**src/tx_pattern_pkg.sv**
```systemverilog
`default_nettype none
package tx_pattern_pkg;
	// ==========================================================
	// Geometry
	localparam int unsigned NUM_CHANNELS = 3;
	localparam int unsigned ADDR_WIDTH = 8;
	localparam int unsigned DATA_WIDTH = 32;
	localparam int unsigned REG_WIDTH = 8;
	localparam int unsigned FIFO_DEPTH = 4;
	localparam int unsigned BE_WIDTH = 4;

	typedef logic [ADDR_WIDTH-1:0] addr_t;
	typedef logic [DATA_WIDTH-1:0] word_t;
	typedef logic [REG_WIDTH-1:0] reg_t;
	typedef logic [NUM_CHANNELS-1:0] chan_t;

	// ==========================================================
	// Register map (byte addresses)
	localparam addr_t TX_CTRL_CH0_ADDR = 8'h04;
	localparam addr_t TX_CTRL_CH1_ADDR = 8'h0c;
	localparam addr_t TX_CTRL_CH2_ADDR = 8'h14;
	localparam addr_t PRBS_CTRL_ADDR = 8'h20;
	localparam addr_t STATUS_ADDR = 8'h24;

	// ==========================================================
	// Channel transmit control fields
	localparam int unsigned LINE_BUILD_OUT_BIT = 0;
	localparam int unsigned CLOCK_INVERT_BIT = 1;
	localparam int unsigned SEND_ALL_ONES_SELECT_BIT = 2;
	localparam int unsigned INSERT_ERROR_BIT = 4;
	localparam int unsigned DRIVE_MONITOR_BIT = 5;
	localparam reg_t TX_CTRL_WRITE_MASK = 8'h37;
	localparam reg_t TX_CTRL_RESET = 8'h00;

	// ==========================================================
	// PRBS control fields: generator enables low, receiver enables high
	localparam int unsigned PRBS_GEN_LSB = 0;
	localparam int unsigned PRBS_RX_LSB = 4;
	localparam reg_t PRBS_CTRL_WRITE_MASK = 8'h77;
	localparam reg_t PRBS_CTRL_RESET = 8'h00;

	// ==========================================================
	// Status fields
	localparam int unsigned STATUS_PENDING_LSB = 0;
	localparam int unsigned STATUS_FIFO_FULL_BIT = 4;
	localparam int unsigned STATUS_FIFO_EMPTY_BIT = 5;

	// ==========================================================
	// Test pattern generator: 2^15-1 sequence
	localparam int unsigned PRBS_LEN = 15;
	localparam int unsigned PRBS_TAP_A = 14;
	localparam int unsigned PRBS_TAP_B = 13;
	localparam logic [PRBS_LEN-1:0] PRBS_SEED = 15'h7fff;

	localparam word_t UNMAPPED_READ = 32'h00000000;
endpackage
`default_nettype wire

```
**src/stream_if.sv**
```systemverilog
`timescale 1ns/10ps
`default_nettype none
interface stream_if #(
	parameter int unsigned WIDTH = 3
);
	logic valid;
	logic ready;
	logic [WIDTH-1:0] data;

	modport src (
		output valid,
		output data,
		input ready
	);
	modport snk (
		input valid,
		input data,
		output ready
	);
endinterface
`default_nettype wire

```
**src/stream_fifo.sv**
```systemverilog
`timescale 1ns/10ps
`default_nettype none
module stream_fifo #(
	parameter int unsigned WIDTH = 3,
	parameter int unsigned DEPTH = 4
) (
	input wire logic ref_clk,
	input wire logic rst_n,
	input wire logic clk_en,
	stream_if.snk inp,
	stream_if.src outp,
	output logic full,
	output logic empty
);
	localparam int unsigned PW = $clog2(DEPTH);

	logic [WIDTH-1:0] mem [DEPTH];
	logic [PW-1:0] wr_ptr;
	logic [PW-1:0] rd_ptr;
	logic [PW:0] count;
	logic push;
	logic pop;

	assign full = (count == (PW+1)'(DEPTH));
	assign empty = (count == '0);
	assign inp.ready = ~full;
	assign outp.valid = ~empty;
	assign outp.data = mem[rd_ptr];
	assign push = clk_en & inp.valid & ~full;
	assign pop = clk_en & outp.ready & ~empty;

	always_ff @(posedge ref_clk) begin
		if (push) begin
			mem[wr_ptr] <= inp.data;
		end
	end

	always_ff @(posedge ref_clk or negedge rst_n) begin
		if (!rst_n) begin
			wr_ptr <= '0;
			rd_ptr <= '0;
			count <= '0;
		end else begin
			if (push) begin
				wr_ptr <= (wr_ptr == PW'(DEPTH-1)) ? '0 : wr_ptr + PW'(1);
			end
			if (pop) begin
				rd_ptr <= (rd_ptr == PW'(DEPTH-1)) ? '0 : rd_ptr + PW'(1);
			end
			if (push & ~pop) begin
				count <= count + (PW+1)'(1);
			end else if (pop & ~push) begin
				count <= count - (PW+1)'(1);
			end
		end
	end
endmodule
`default_nettype wire

```
**src/tx_channel.sv**
```systemverilog
`timescale 1ns/10ps
`default_nettype none
module tx_channel (
	input wire logic ref_clk,
	input wire logic rst_n,
	input wire logic clk_en,
	input wire logic advance,
	input wire logic send_all_ones_select,
	input wire logic insert_error,
	input wire logic prbs_gen_en,
	input wire logic prbs_rx_en,
	input wire logic sys_bit,
	output logic line_bit,
	output logic error_pending
);
	import tx_pattern_pkg::*;

	logic [PRBS_LEN-1:0] lfsr;
	logic insert_prev;
	logic insert_rise;
	logic armed;
	logic apply_error;

	// ==========================================================
	// Error request capture
	assign armed = prbs_gen_en & prbs_rx_en;
	assign insert_rise = insert_error & ~insert_prev;
	assign apply_error = advance & armed & error_pending;

	always_ff @(posedge ref_clk or negedge rst_n) begin
		if (!rst_n) begin
			insert_prev <= 1'b0;
		end else if (clk_en) begin
			insert_prev <= insert_error;
		end
	end

	always_ff @(posedge ref_clk or negedge rst_n) begin
		if (!rst_n) begin
			error_pending <= 1'b0;
		end else if (clk_en) begin
			if (insert_rise & armed) begin
				error_pending <= 1'b1;
			end else if (apply_error | ~armed) begin
				error_pending <= 1'b0;
			end
		end
	end

	// ==========================================================
	// Pattern generator
	always_ff @(posedge ref_clk or negedge rst_n) begin
		if (!rst_n) begin
			lfsr <= PRBS_SEED;
		end else if (clk_en & advance & prbs_gen_en) begin
			lfsr <= {lfsr[PRBS_LEN-2:0], lfsr[PRBS_TAP_A] ^ lfsr[PRBS_TAP_B]};
		end
	end

	// ==========================================================
	// Line bit selection
	always_comb begin
		if (send_all_ones_select) begin
			line_bit = 1'b1;
		end else if (prbs_gen_en) begin
			line_bit = lfsr[PRBS_LEN-1] ^ apply_error;
		end else begin
			line_bit = sys_bit;
		end
	end
endmodule
`default_nettype wire

```
**src/tx_test_pattern_control.sv**
```systemverilog
// Chosen here: the register addresses and the Avalon-MM register port.
`timescale 1ns/10ps
`default_nettype none
// Overview of operation
// - A 0-to-1 change of a channel's error-insert bit flips exactly one bit of its test pattern.
// - The error-insert bit does nothing unless that channel's generator and receiver are enabled.
// - The error-insert bit sits at bit 4 of the transmit control register, is R/W and resets to 0.
// - The all-ones select bit at bit 2 is R/W and acts at every line rate.
// - With all-ones select at 1 the channel sends an unframed continuous run of ones.
// - In all-ones mode the channel disregards system data and sends ones in its place.
// - With all-ones select at 0 and its generator disabled the channel passes system data to the line unchanged.
// - Each of the three channels has its own transmit control register at 0x04, 0x0c and 0x14.
module tx_test_pattern_control (
	input wire logic ref_clk,
	input wire logic rst_n,
	input wire logic clk_en,
	input wire tx_pattern_pkg::addr_t avs_address,
	input wire logic avs_read,
	input wire logic avs_write,
	input wire tx_pattern_pkg::word_t avs_writedata,
	input wire logic [tx_pattern_pkg::BE_WIDTH-1:0] avs_byteenable,
	output tx_pattern_pkg::word_t avs_readdata,
	output logic avs_waitrequest,
	input wire logic sys_valid,
	input wire tx_pattern_pkg::chan_t sys_data,
	output logic sys_ready,
	output logic line_valid,
	output tx_pattern_pkg::chan_t line_data,
	input wire logic line_ready
);
	import tx_pattern_pkg::*;

	reg_t tx_ctrl [NUM_CHANNELS];
	reg_t prbs_ctrl;
	logic bus_ack;
	logic bus_req;
	logic wr_take;
	logic rd_take;
	word_t next_readdata;
	logic fifo_full;
	logic fifo_empty;
	logic load;
	logic src_ok;
	logic any_uses_data;
	chan_t uses_data;
	chan_t chan_bit;
	chan_t pending;
	chan_t gen_en;
	chan_t rx_en;

	stream_if #(.WIDTH(NUM_CHANNELS)) s_in ();
	stream_if #(.WIDTH(NUM_CHANNELS)) s_out ();

	// ==========================================================
	// Avalon-MM slave: one wait state, then the access completes
	assign bus_req = avs_read | avs_write;
	// A frozen clock holds the master off, so no access completes unseen
	assign avs_waitrequest = bus_req & ~(bus_ack & clk_en);
	assign wr_take = clk_en & avs_write & bus_ack & avs_byteenable[0];
	assign rd_take = clk_en & avs_read & ~bus_ack;

	always_ff @(posedge ref_clk or negedge rst_n) begin
		if (!rst_n) begin
			bus_ack <= 1'b0;
		end else if (clk_en) begin
			bus_ack <= bus_req & ~bus_ack;
		end
	end

	always_comb begin
		next_readdata = UNMAPPED_READ;
		unique case (avs_address)
			TX_CTRL_CH0_ADDR: next_readdata[REG_WIDTH-1:0] = tx_ctrl[0];
			TX_CTRL_CH1_ADDR: next_readdata[REG_WIDTH-1:0] = tx_ctrl[1];
			TX_CTRL_CH2_ADDR: next_readdata[REG_WIDTH-1:0] = tx_ctrl[2];
			PRBS_CTRL_ADDR: next_readdata[REG_WIDTH-1:0] = prbs_ctrl;
			STATUS_ADDR: begin
				next_readdata[STATUS_PENDING_LSB +: NUM_CHANNELS] = pending;
				next_readdata[STATUS_FIFO_FULL_BIT] = fifo_full;
				next_readdata[STATUS_FIFO_EMPTY_BIT] = fifo_empty;
			end
			default: next_readdata = UNMAPPED_READ;
		endcase
	end

	always_ff @(posedge ref_clk or negedge rst_n) begin
		if (!rst_n) begin
			avs_readdata <= UNMAPPED_READ;
		end else if (rd_take) begin
			avs_readdata <= next_readdata;
		end
	end

	// ==========================================================
	// Control registers; only writable fields take bus data
	always_ff @(posedge ref_clk or negedge rst_n) begin
		if (!rst_n) begin
			for (int i = 0; i < NUM_CHANNELS; i++) begin
				tx_ctrl[i] <= TX_CTRL_RESET;
			end
		end else if (wr_take) begin
			unique case (avs_address)
				TX_CTRL_CH0_ADDR: tx_ctrl[0] <= avs_writedata[REG_WIDTH-1:0] & TX_CTRL_WRITE_MASK;
				TX_CTRL_CH1_ADDR: tx_ctrl[1] <= avs_writedata[REG_WIDTH-1:0] & TX_CTRL_WRITE_MASK;
				TX_CTRL_CH2_ADDR: tx_ctrl[2] <= avs_writedata[REG_WIDTH-1:0] & TX_CTRL_WRITE_MASK;
				default: ;
			endcase
		end
	end

	always_ff @(posedge ref_clk or negedge rst_n) begin
		if (!rst_n) begin
			prbs_ctrl <= PRBS_CTRL_RESET;
		end else if (wr_take && avs_address == PRBS_CTRL_ADDR) begin
			prbs_ctrl <= avs_writedata[REG_WIDTH-1:0] & PRBS_CTRL_WRITE_MASK;
		end
	end

	assign gen_en = prbs_ctrl[PRBS_GEN_LSB +: NUM_CHANNELS];
	assign rx_en = prbs_ctrl[PRBS_RX_LSB +: NUM_CHANNELS];

	// ==========================================================
	// System data buffer
	assign s_in.valid = sys_valid;
	assign s_in.data = sys_data;
	assign sys_ready = s_in.ready;

	stream_fifo #(.WIDTH(NUM_CHANNELS), .DEPTH(FIFO_DEPTH)) u_fifo (
		.ref_clk(ref_clk),
		.rst_n(rst_n),
		.clk_en(clk_en),
		.inp(s_in),
		.outp(s_out),
		.full(fifo_full),
		.empty(fifo_empty)
	);

	// ==========================================================
	// Output stage: a new word loads when the line side takes the old one
	always_comb begin
		for (int i = 0; i < NUM_CHANNELS; i++) begin
			uses_data[i] = ~tx_ctrl[i][SEND_ALL_ONES_SELECT_BIT] & ~gen_en[i];
		end
	end

	assign any_uses_data = |uses_data;
	assign load = ~line_valid | line_ready;
	assign src_ok = s_out.valid | ~any_uses_data;
	// Buffered words drain even when no channel uses them
	assign s_out.ready = load;

	generate
		for (genvar c = 0; c < NUM_CHANNELS; c++) begin : g_chan
			tx_channel u_chan (
				.ref_clk(ref_clk),
				.rst_n(rst_n),
				.clk_en(clk_en),
				.advance(load & src_ok),
				.send_all_ones_select(tx_ctrl[c][SEND_ALL_ONES_SELECT_BIT]),
				.insert_error(tx_ctrl[c][INSERT_ERROR_BIT]),
				.prbs_gen_en(gen_en[c]),
				.prbs_rx_en(rx_en[c]),
				.sys_bit(s_out.data[c]),
				.line_bit(chan_bit[c]),
				.error_pending(pending[c])
			);
		end
	endgenerate

	always_ff @(posedge ref_clk or negedge rst_n) begin
		if (!rst_n) begin
			line_valid <= 1'b0;
			line_data <= '0;
		end else if (clk_en & load) begin
			line_valid <= src_ok;
			line_data <= chan_bit;
		end
	end
endmodule
`default_nettype wire

```
**config.mk**
```make
export PLATFORM = sky130hd
export DESIGN_NAME = tx_test_pattern_control
export DESIGN_NICKNAME = d
export VERILOG_FILES = /design/src/tx_pattern_pkg.sv /design/src/stream_if.sv /design/src/stream_fifo.sv /design/src/tx_channel.sv /design/src/tx_test_pattern_control.sv
export SDC_FILE = /design/constraint.sdc
export NUM_CORES = 1
export LEC_CHECK = 0
export BUFFER_PORTS_ARGS = -buffer_cell sky130_fd_sc_hd__buf_2
export CAP_MARGIN = 20
export CORE_MARGIN = 5
export CORE_UTILIZATION = 40
export DETAILED_ROUTE_END_ITERATION = 7
export SLEW_MARGIN = 20
export SYNTH_ARGS = -nofsm -noshare
export SYNTH_HDL_FRONTEND = slang
export SYNTH_HIERARCHICAL = 1
export SYNTH_SLANG_ARGS = --single-unit
```
**constraint.sdc**
```tcl
create_clock -name ref_clk -period 2.4 [get_ports ref_clk]
set_clock_uncertainty 0.1 [all_clocks]
set_input_delay 0 -clock ref_clk [delete_from_list [all_inputs] [get_ports ref_clk]]
set_output_delay 0 -clock ref_clk [all_outputs]
set_load 0.05 [all_outputs]
```
# After elaboration in Yosys (flattened, before gate mapping)
# Memories as Yosys holds them, arrays and structs flattened.
# Cells that the tools add are included.
# word_totals
reg_bits	91
ramBits	12
out_inout_bits	38
mem_count	1
# classes
addsub	4
eq_ne	8
mux	21
bitwise_logic	69
reduce_logical	13
# mem_list
name	words	width	rd	rd_ports_with_merged_regs	write_ports	line_no	rtl
u_fifo.mem	4	3	1	0	1	stream_fifo.sv:17	logic [WIDTH-1:0] mem [DEPTH];
# ops
operator	n
$and A1 B1 Y1	37
$not A1 Y1	20
$eq A8 B6 Y1 const B	2
$mux W1	15
$pmux W3 S5	1
$reduce_and A2 Y1	6
$pmux W2 S5	1
$eq A8 B3 Y1 const B	1
$eq A8 B4 Y1 const B	1
$eq A8 B5 Y1 const B	1
$reduce_bool A2 Y1	4
$mux W3	2
$or A1 B1 Y1	6
$xor A1 B1 Y1	6
$add A2 B1 Y2 const B	2
$eq A2 B2 Y1 const B	2
$mux W2	2
$add A3 B1 Y3 const B	1
$eq A3 B3 Y1 const B	1
$logic_not A3 Y1	1
$reduce_or A3 Y1	1
$sub A3 B1 Y3 const B	1
$logic_and A1 B1 Y1	1

# Logic depth before layout (Yosys ltp)
# Gate-level depths: netlist of run 1.
# logic_depth
ltp_word	11
depth_mapped	9
depth_no_buf	8

# Hierarchy
# The synthesis of run 1 kept the hierarchy.
# modules_own_cells
module	instances	cells_per_inst	area_per_inst_um2
tx_channel	3	46	747.0
tx_test_pattern_control	1	156	1786.7
stream_fifo	1	54	887.1

# Least setup slack after synthesis of run 1
# OpenSTA, ideal clock, no wires.
# synth_path
kind	register -> register
start	reg u_fifo.count[0]
end	reg u_fifo.count[1]
arrival_time_ns	2.356
required_ns	2.175
path_slack_ns	-0.181
path_stages_with_launch	8
period_less_slack_ns	2.581
cell_sequence	dfrtp_1 > or3b_1 > and3_1 > buf_6 > ha_1 > inv_1 > fa_1 > mux2_2
# synth_between
elab_chain_len	6
# synth_rtl
item	line_no	rtl
from (decl)	stream_fifo.sv:20	logic [PW:0] count;
from (signal assigned)	stream_fifo.sv:51	count <= count + (PW+1)'(1);
from (signal assigned)	stream_fifo.sv:53	count <= count - (PW+1)'(1);
$eq A3 B3 Y1 *	stream_fifo.sv:24	assign full = (count == (PW+1)'(DEPTH));
$not A1 Y1 *	n/a	
named net sys_ready	tx_test_pattern_control.sv:26	output logic sys_ready,
$and A1 B1 Y1 *	stream_fifo.sv:29	assign push = clk_en & inp.valid & ~full;
named net u_fifo.push	stream_fifo.sv:21	logic push;
$not A1 Y1	stream_fifo.sv:52	end else if (pop & ~push) begin
$and A1 B1 Y1	stream_fifo.sv:52	
$reduce_bool A2 Y1 (no line)	n/a	
# Mark *: on every way through the listed nets, which the timed path passes. The rest lies on a longest branch. The select of a mux whose other input is x is not followed.
# A chain may end at the register's enable or synchronous reset.

# Worst setup path in the final report of run 1
# layout_path
start	reg u_fifo.count[2]
end	reg u_fifo.count[2]
# layout_between
elab_chain_len	6
# layout_rtl
item	line_no	rtl
$logic_not A3 Y1 *	stream_fifo.sv:25	assign empty = (count == '0);
$not A1 Y1 *	n/a	
named net s_out.valid	stream_if.sv:6	logic valid;
$and A1 B1 Y1 *	stream_fifo.sv:30	assign pop = clk_en & outp.ready & ~empty;
$not A1 Y1	stream_fifo.sv:50	if (push & ~pop) begin
$and A1 B1 Y1	stream_fifo.sv:50	
$mux W3 / $reduce_bool A2 Y1 (equally long branches)	n/a	
# Marked as above.

==> results of run 1 <==
timing repair:
| action | 4_1_cts | 5_1_grt |
|---|---|---|
| endpoints found under the setup margin | 0 | 1 |
| hold buffers | 14 | 0 |
| hold endpoints to repair | 80 | 0 |
| gates resized for setup | 0 | 1 |
placed cells by master, fill, tap and decap left out, types with 2 or more instances in the layout:
cell | Yosys | layout
a211o_1 | 3 | 3
nor2_1 | 12 | 12
nor3_4 | 2 | 2
and2_1 | 2 | 2
o21a_1 | 4 | 4
nor2b_1 | 5 | 5
nand3_1 | 5 | 4
mux2_2 | 50 | 50
a22o_1 | 2 | 2
dfstp_2 | 45 | 45
and3_1 | 2 | 2
o22a_1 | 2 | 2
xor2_1 | 2 | 2
clkinv_4 | 0 | 2
nand3b_1 | 4 | 4
o32ai_1 | 2 | 2
a31oi_1 | 2 | 2
inv_1 | 11 | 11
dlygate4sd3_1 | 0 | 14
o22ai_1 | 4 | 4
clkbuf_16 | 0 | 9
o21ai_0 | 8 | 8
and2_2 | 4 | 4
ha_1 | 6 | 6
xnor2_1 | 7 | 7
a32o_1 | 2 | 2
mux2_4 | 26 | 26
or4b_4 | 2 | 2
dfrtp_1 | 45 | 45
a21oi_1 | 2 | 2
edfxtp_1 | 12 | 12
a32oi_1 | 3 | 3
buf_4 | 26 | 14
clkbuf_8 | 0 | 2
buf_2 | 1 | 35
mux4_2 | 3 | 3
conb_1 | 1 | 26
nand3_4 | 3 | 3
mux2i_1 | 4 | 4
nand2_1 | 12 | 12
power by group:
part | leakage, µW | switching [µW] | total [µW] | internal [µW]
combinational | 0.00121 | 632 | 1050 | 417
clock | 0.000157 | 602 | 1480 | 881
sequential | 0.00116 | 124 | 2020 | 1900
flip-flops by register name, indices dropped and copies added, names as in the netlist:
| register | count |
|---|---|
| u_fifo/rd_ptr | 2 |
| g_chan.u_chan/error_pending | 3 |
| u_fifo/wr_ptr | 2 |
| u_fifo/mem | 12 |
| line_valid | 1 |
| g_chan.u_chan/lfsr | 45 |
| prbs_ctrl | 6 |
| tx_ctrl | 15 |
| g_chan.u_chan/insert_prev | 3 |
| u_fifo/count | 3 |
| avs_readdata | 6 |
| bus_ack | 1 |
| line_data | 3 |
worst max path at each step:
stage | from | endpoint | slack [ns] | cells after the start
after floorplan | u_fifo/count[0]$_DFFE_PN0P_ | u_fifo/count[1]$_DFFE_PN0P_ | 0.0002 | 7
after global placement | u_fifo/count[2]$_DFFE_PN0P_ | u_fifo/count[2]$_DFFE_PN0P_ | 0.13 | 8
after detailed placement | u_fifo/count[2]$_DFFE_PN0P_ | u_fifo/count[2]$_DFFE_PN0P_ | 0.07 | 8
after CTS | u_fifo/count[2]$_DFFE_PN0P_ | u_fifo/count[2]$_DFFE_PN0P_ | 0.05 | 8
after global routing | u_fifo/count[2]$_DFFE_PN0P_ | u_fifo/count[2]$_DFFE_PN0P_ | 0.02 | 8
final | u_fifo/count[2]$_DFFE_PN0P_ | u_fifo/count[2]$_DFFE_PN0P_ | 0.13 | 8
final cells by class:
type | instances | area share
Clock buffer | 12 | 0.0459
Tap cell | 147 | 0.0324
Timing Repair Buffer | 63 | 0.0741
Sequential cell | 102 | 0.471
Clock inverter | 4 | 0.00949
Inverter | 11 | 0.00728
Multi-Input combinational cell | 226 | 0.360
worst reg2reg max path, stage by stage (launching register included):
cell	delay [ns]
dfrtp_1	0.40
or3_2	0.54
nand3_2	0.13
ha_1	0.18
inv_1	0.06
fa_1	0.37
xor2_1	0.15
nor2_1	0.11
xor2_1	0.16
cells by family (layout without fill, tap and decap cells):
kind of cell	count (synthesis)	after routing	share of synthesized area
AO/OA/AOI/OAI	36	36	0.0524
XOR/XNOR	9	9	0.0160
adder cells (fa/ha/maj)	7	7	0.0193
buffers and inverters	45	90	0.0621
flip-flops	102	102	0.543
multiplexers	83	83	0.216
other	1	26	0.000763
AND/OR/NAND/NOR	65	65	0.0904
stage by stage:
step	cell area, µm²	total power, µW	setup slack, ns	cells	utilization
detailed placement	5210	3090	0.0665	535	0.434
global route	5670	4800	0.0207	565	0.472
global placement	5210	3060	0.127	535	0.434
floorplan	5010	2820	0.000232	373	-
finish	5670	4550	0.130	565	0.472
CTS	5670	4630	0.0497	565	0.472
metal layers:
| layer | GRT usage | vias up |
|---|---|---|
| met5 | 0 | - |
| met4 | 0.0460 | 0 |
| met2 | 0.191 | 68 |
| met1 | 0.172 | 1419 |
| li1 | - | 1328 |
| met3 | 0.0379 | 10 |
==> results_dict.tcl, run 1 <==
set metrics [dict create \
    status "complete, no violations" \
    tns_ns 0 \
    rsz0062_at_grt "false" \
    reg2reg_to "u_fifo/count[2]$_DFFE_PN0P_" \
    root_buffer "clkbuf_16" \
    cts_setup_buffers 0 \
    synth_cells 348 \
    place.gp.congestion 0.797 \
    cts.clk_slew.worst_paths_ns 0.07 \
    met2WireLength_um 3910 \
    synth-edff-count 12 \
    leakage_uw 0.00253 \
    overflow 0 \
    fin_crit_ns 2.27 \
    critical_path_arrival_ns 2.44 \
    peakVddDrop_uv 640 \
    syn_area_per_cell_um2 14.1 \
    final_antenna_net_count 0 \
    wl_per_cell_um 15.2 \
    vias 2825 \
    powerDensity_nw_per_um2 803 \
    max_slew_margin 0.524 \
    cts_max_level 3 \
    route.met3.wl_um 495 \
    nets 474 \
    grt_pass1_vias 2914 \
    cts_buffers 9 \
    clkLatencyLatePin_ns 0.34 \
    num_antenna_cells 0 \
    grt_antenna_before_repair 0 \
    grt_max_degree 56 \
    fp.dieW_um 121 \
    hold_viol 0 \
    final.period_utilization 0.946 \
    drc_errors 0 \
    die-area_um2 14600 \
    path_max_fanout 4 \
    ys_ff_latch 102 \
    die_h_um 121 \
    cts.sinks 102 \
    drive_gt1_frac 0.493 \
    clk_path_buf_depth 2 \
    areaGrowthSynthToFinish_pct 15.4 \
    detailed_place_hpwl_um 6140 \
    critical_path_class "register to register" \
    critPathBufInv 1 \
    setup_viol_count_final 0 \
    syn_area_um2 4910 \
    numPortBuffers 36 \
    synth_ff_type "dfstp_2" \
    cp_slowest_cell "or3_2" \
    grt_first_pass_wirelength_um 14500 \
    r2r-start "u_fifo/count[2]$_DFFE_PN0P_" \
    routed_wl_um 8580 \
    whs_ns 0.0260 \
    max_freq_ghz 0.440 \
    routedLengthMet1_um 4040 \
    hp-class "primary input to register" \
    seq_area_um2 2670 \
    start_util 0.409 \
    end_kind "register" \
    max_slew.worst_pin.slew_ns 0.714 \
    synth_area_leaders "dfstp_2, dfrtp_1, mux2_2" \
    std_cell_rows 40 \
    synth_cell_types 52 \
    yosysSeqAreaShare 0.543 \
    postSynth.asyncResetShare 0.882 \
    coreArea_um2 12000 \
    hold_end "avs_readdata[2]$_DFFE_PN0P_" \
    via_per_inst 5.00 \
    worstRegToRegCells 8 \
    cp_cell_sequence "or3_2 > nand3_2 > ha_1 > inv_1 > fa_1 > xor2_1 > nor2_1 > xor2_1" \
    grt_use_total 0.126 \
    startpoint_type "register" \
    drt_iter0_markers 133 \
    cpMostUsedCell "xor2_1" \
    firstDrtPassIters 4 \
    critPathMaxStageDelay_ns 0.54 \
    worstPathRequired_ns 2.57 \
    yosysMostFrequentCell "mux2_2" \
    synth_common_cells "mux2_2, dfrtp_1, dfstp_2" \
    multiInputGateArea_um2 2040 \
    ys.warnings.count 6 \
    worstHoldPathCells 4 \
    cp_top_family "simple AND/OR/NAND/NOR gates" \
    drv_slew 0 \
    synth_top_area_share 0.241 \
    cap_violations 0 \
    io_pins 92 \
    yosysTopAreaCell "dfstp_2" \
    top_layer_used "met4" \
    cts_tree "done" \
    r2r_slack_ns 0.13 \
    hp-start "avs_address[3]" \
    nFillCells 1105 \
]
No activity file was read; power rests on OpenSTA's default activity.
==> run 2, diff against run 1 <==
--- a/config.mk
+++ b/config.mk
@@ -8,8 +8,9 @@
 export BUFFER_PORTS_ARGS = -buffer_cell sky130_fd_sc_hd__buf_2
 export CAP_MARGIN = 20
 export CORE_MARGIN = 5
-export CORE_UTILIZATION = 40
+export CORE_UTILIZATION = 50
 export DETAILED_ROUTE_END_ITERATION = 7
+export PLACE_DENSITY = 0.76
 export SLEW_MARGIN = 20
 export SYNTH_ARGS = -nofsm -noshare
 export SYNTH_HDL_FRONTEND = slang
==> results_dict.tcl, run 2 (synthesis gave the netlist of run 1 again) <==
set metrics [dict create \
    grt_max_degree 53 \
    end_kind "register" \
    areaGrowthSynthToFinish_pct 12.7 \
    peakVddDrop_uv 467 \
    numPortBuffers 36 \
    grt_use_total 0.159 \
    wl_per_cell_um 15.8 \
    max_slew_margin 0.556 \
    largest_reg_flops 45 \
    nFillCells 766 \
    p_clk_frac 0.234 \
    drv_slew 0 \
    final_common_cell "mux2_2" \
    dp.cells 519 \
    drive_gt1_frac 0.484 \
    status "complete, no violations" \
    max_freq_ghz 0.443 \
    reg2reg_to "u_fifo/count[1]$_DFFE_PN0P_" \
    final.period_utilization 0.940 \
    final_cells 552 \
    clkLatencyLatePin_ns 0.36 \
    overflow 0 \
    powerDensity_nw_per_um2 722 \
    rsz0062_at_grt "false" \
    die_h_um 109 \
    root_buffer "clkbuf_8" \
    cts.clk_slew.worst_paths_ns 0.10 \
    cts_buffers 9 \
    regMostFlops "g_chan.u_chan/lfsr" \
    endpoint "u_fifo/count[1]$_DFFE_PN0P_" \
    worstPathRequired_ns 2.55 \
    start_util 0.507 \
    io_pins 92 \
    grt_pass1_vias 2989 \
    fin_crit_ns 2.26 \
    fp.dieW_um 109 \
    worstRegToRegCells 6 \
    num_antenna_cells 0 \
    drt_iter0_markers 117 \
    internal_power_uw 2680 \
    cts_setup_buffers 0 \
    cts.sinks 102 \
    max_slew.worst_pin.slew_ns 0.667 \
    cap_violations 0 \
    final_antenna_net_count 0 \
    routed_wl_um 8730 \
    reg_top3 "g_chan.u_chan/lfsr: 45 flops, tx_ctrl: 15 flops, u_fifo/mem: 12 flops" \
    r2r_slack_ns 0.14 \
    leakage_uw 0.00246 \
    via_per_inst 5.12 \
    std_cell_rows 36 \
    path_max_fanout 4 \
    tns_ns 0 \
    setup_viol_count_final 0 \
    place.gp.congestion 0.825 \
    firstDrtPassIters 4 \
    critical_path_arrival_ns 2.41 \
    coreArea_um2 9680 \
    p_comb_frac 0.258 \
    mostFrequentLayoutCells "mux2_2, dfstp_2, dfrtp_1" \
    cts_tree "done" \
    r2r-start "u_fifo/count[0]$_DFFE_PN0P_" \
    hold_viol 0 \
    vias 2828 \
    nets 475 \
    cts_max_level 3 \
    detailed_place_hpwl_um 6230 \
    pwr-share-seq 0.508 \
    grt_first_pass_wirelength_um 14600 \
    startpoint_type "register" \
    die-area_um2 11900 \
    worstHoldPathCells 5 \
    critical_path_class "register to register" \
    crit_start "u_fifo/count[0]$_DFFE_PN0P_" \
    drc_errors 0 \
    clk_path_buf_depth 2 \
    hp-class "primary input to register" \
    grt_antenna_before_repair 0 \
    switchingPower_uw 1320 \
    utilization 0.572 \
    sw_frac_of_total 0.330 \
]
==> run 2: cell count changes in the layout (fill, tap and decap cells not counted), sizes merged <==
cell	change
clkbuf	-2
clkinv	+1
dlygate4sd3	+3
bufinv	-1
clkinvlp	+2
buf	-2
==> run 2: metrics by stage <==
step | worst slack (ns) | power (µW) | hold slack (ns) | area [µm²]
final | 0.144 | 4000 | 0.0326 | 5540
after global routing | 0.0533 | 4220 | 0.0681 | 5540
after CTS | 0.0335 | 4030 | 0.0161 | 5530
after detailed placement | 0.0590 | 3070 | -0.0291 | 5190
after global placement | 0.113 | 3030 | -0.0292 | 5190
after floorplan | 0.000232 | 2820 | -0.396 | 5010
==> run 2: final cells by class <==
class / instances / area (µm²) / share of cell area
multi-input cells: 226 / 2050 / 0.369
inverters: 11 / 41.3 / 0.00746
clock inverters: 6 / 37.5 / 0.00678
repair buffers: 64 / 448 / 0.0809
well taps: 133 / 166 / 0.0301
clock buffers: 10 / 128 / 0.0231
flip-flops and latches: 102 / 2670 / 0.482
==> run 2: how the worst min path moves through the flow <==
| stage | start | to | slack (ns) |
|---|---|---|---|
| detailed placement | rst_n | u_fifo/count[2]$_DFFE_PN0P_ | -0.03 |
| global placement | rst_n | u_fifo/count[2]$_DFFE_PN0P_ | -0.03 |
| floorplan | rst_n | avs_readdata[0]$_DFFE_PN0P_ | -0.40 |
| CTS | avs_address[4] | avs_readdata[4]$_DFFE_PN0P_ | 0.02 |
| global route | avs_address[3] | avs_readdata[4]$_DFFE_PN0P_ | 0.07 |
| finish | avs_address[4] | avs_readdata[4]$_DFFE_PN0P_ | 0.03 |
==> run 2: what timing repair did <==
action,in CTS,in global routing
endpoints found under the setup margin,0,1
hold endpoints to repair,88,0
hold buffers,17,0
resized for setup,0,3
==> run 2: critical path, cell delays in order, from the launching register on <==
cell,delay (ns)
dfrtp_2,0.45
or3b_4,0.41
and3_1,0.21
ha_1,0.22
inv_1,0.07
fa_1,0.41
mux2_2,0.27
==> run 2: power groups by stage <==
| stage | Combinational (µW) | Clock, µW | Sequential (µW) |
|---|---|---|---|
| after global routing | 1130 | 1030 | 2060 |
| after detailed placement | 1010 | 0 | 2060 |
| after floorplan | 616 | 0 | 2200 |
| after CTS | 1040 | 966 | 2030 |
| final | 1030 | 935 | 2030 |
| after global placement | 976 | 0 | 2050 |
==> run 2: per-layer routing <==
layer / vias to the layer above / GRT usage / routed length [µm]
met3: 8 / 0.0391 / 524
met4: 0 / 0.0505 / 96
met5: - / 0 / 0
met2: 75 / 0.261 / 4240
li1: 1324 / - / -
met1: 1421 / 0.208 / 3870
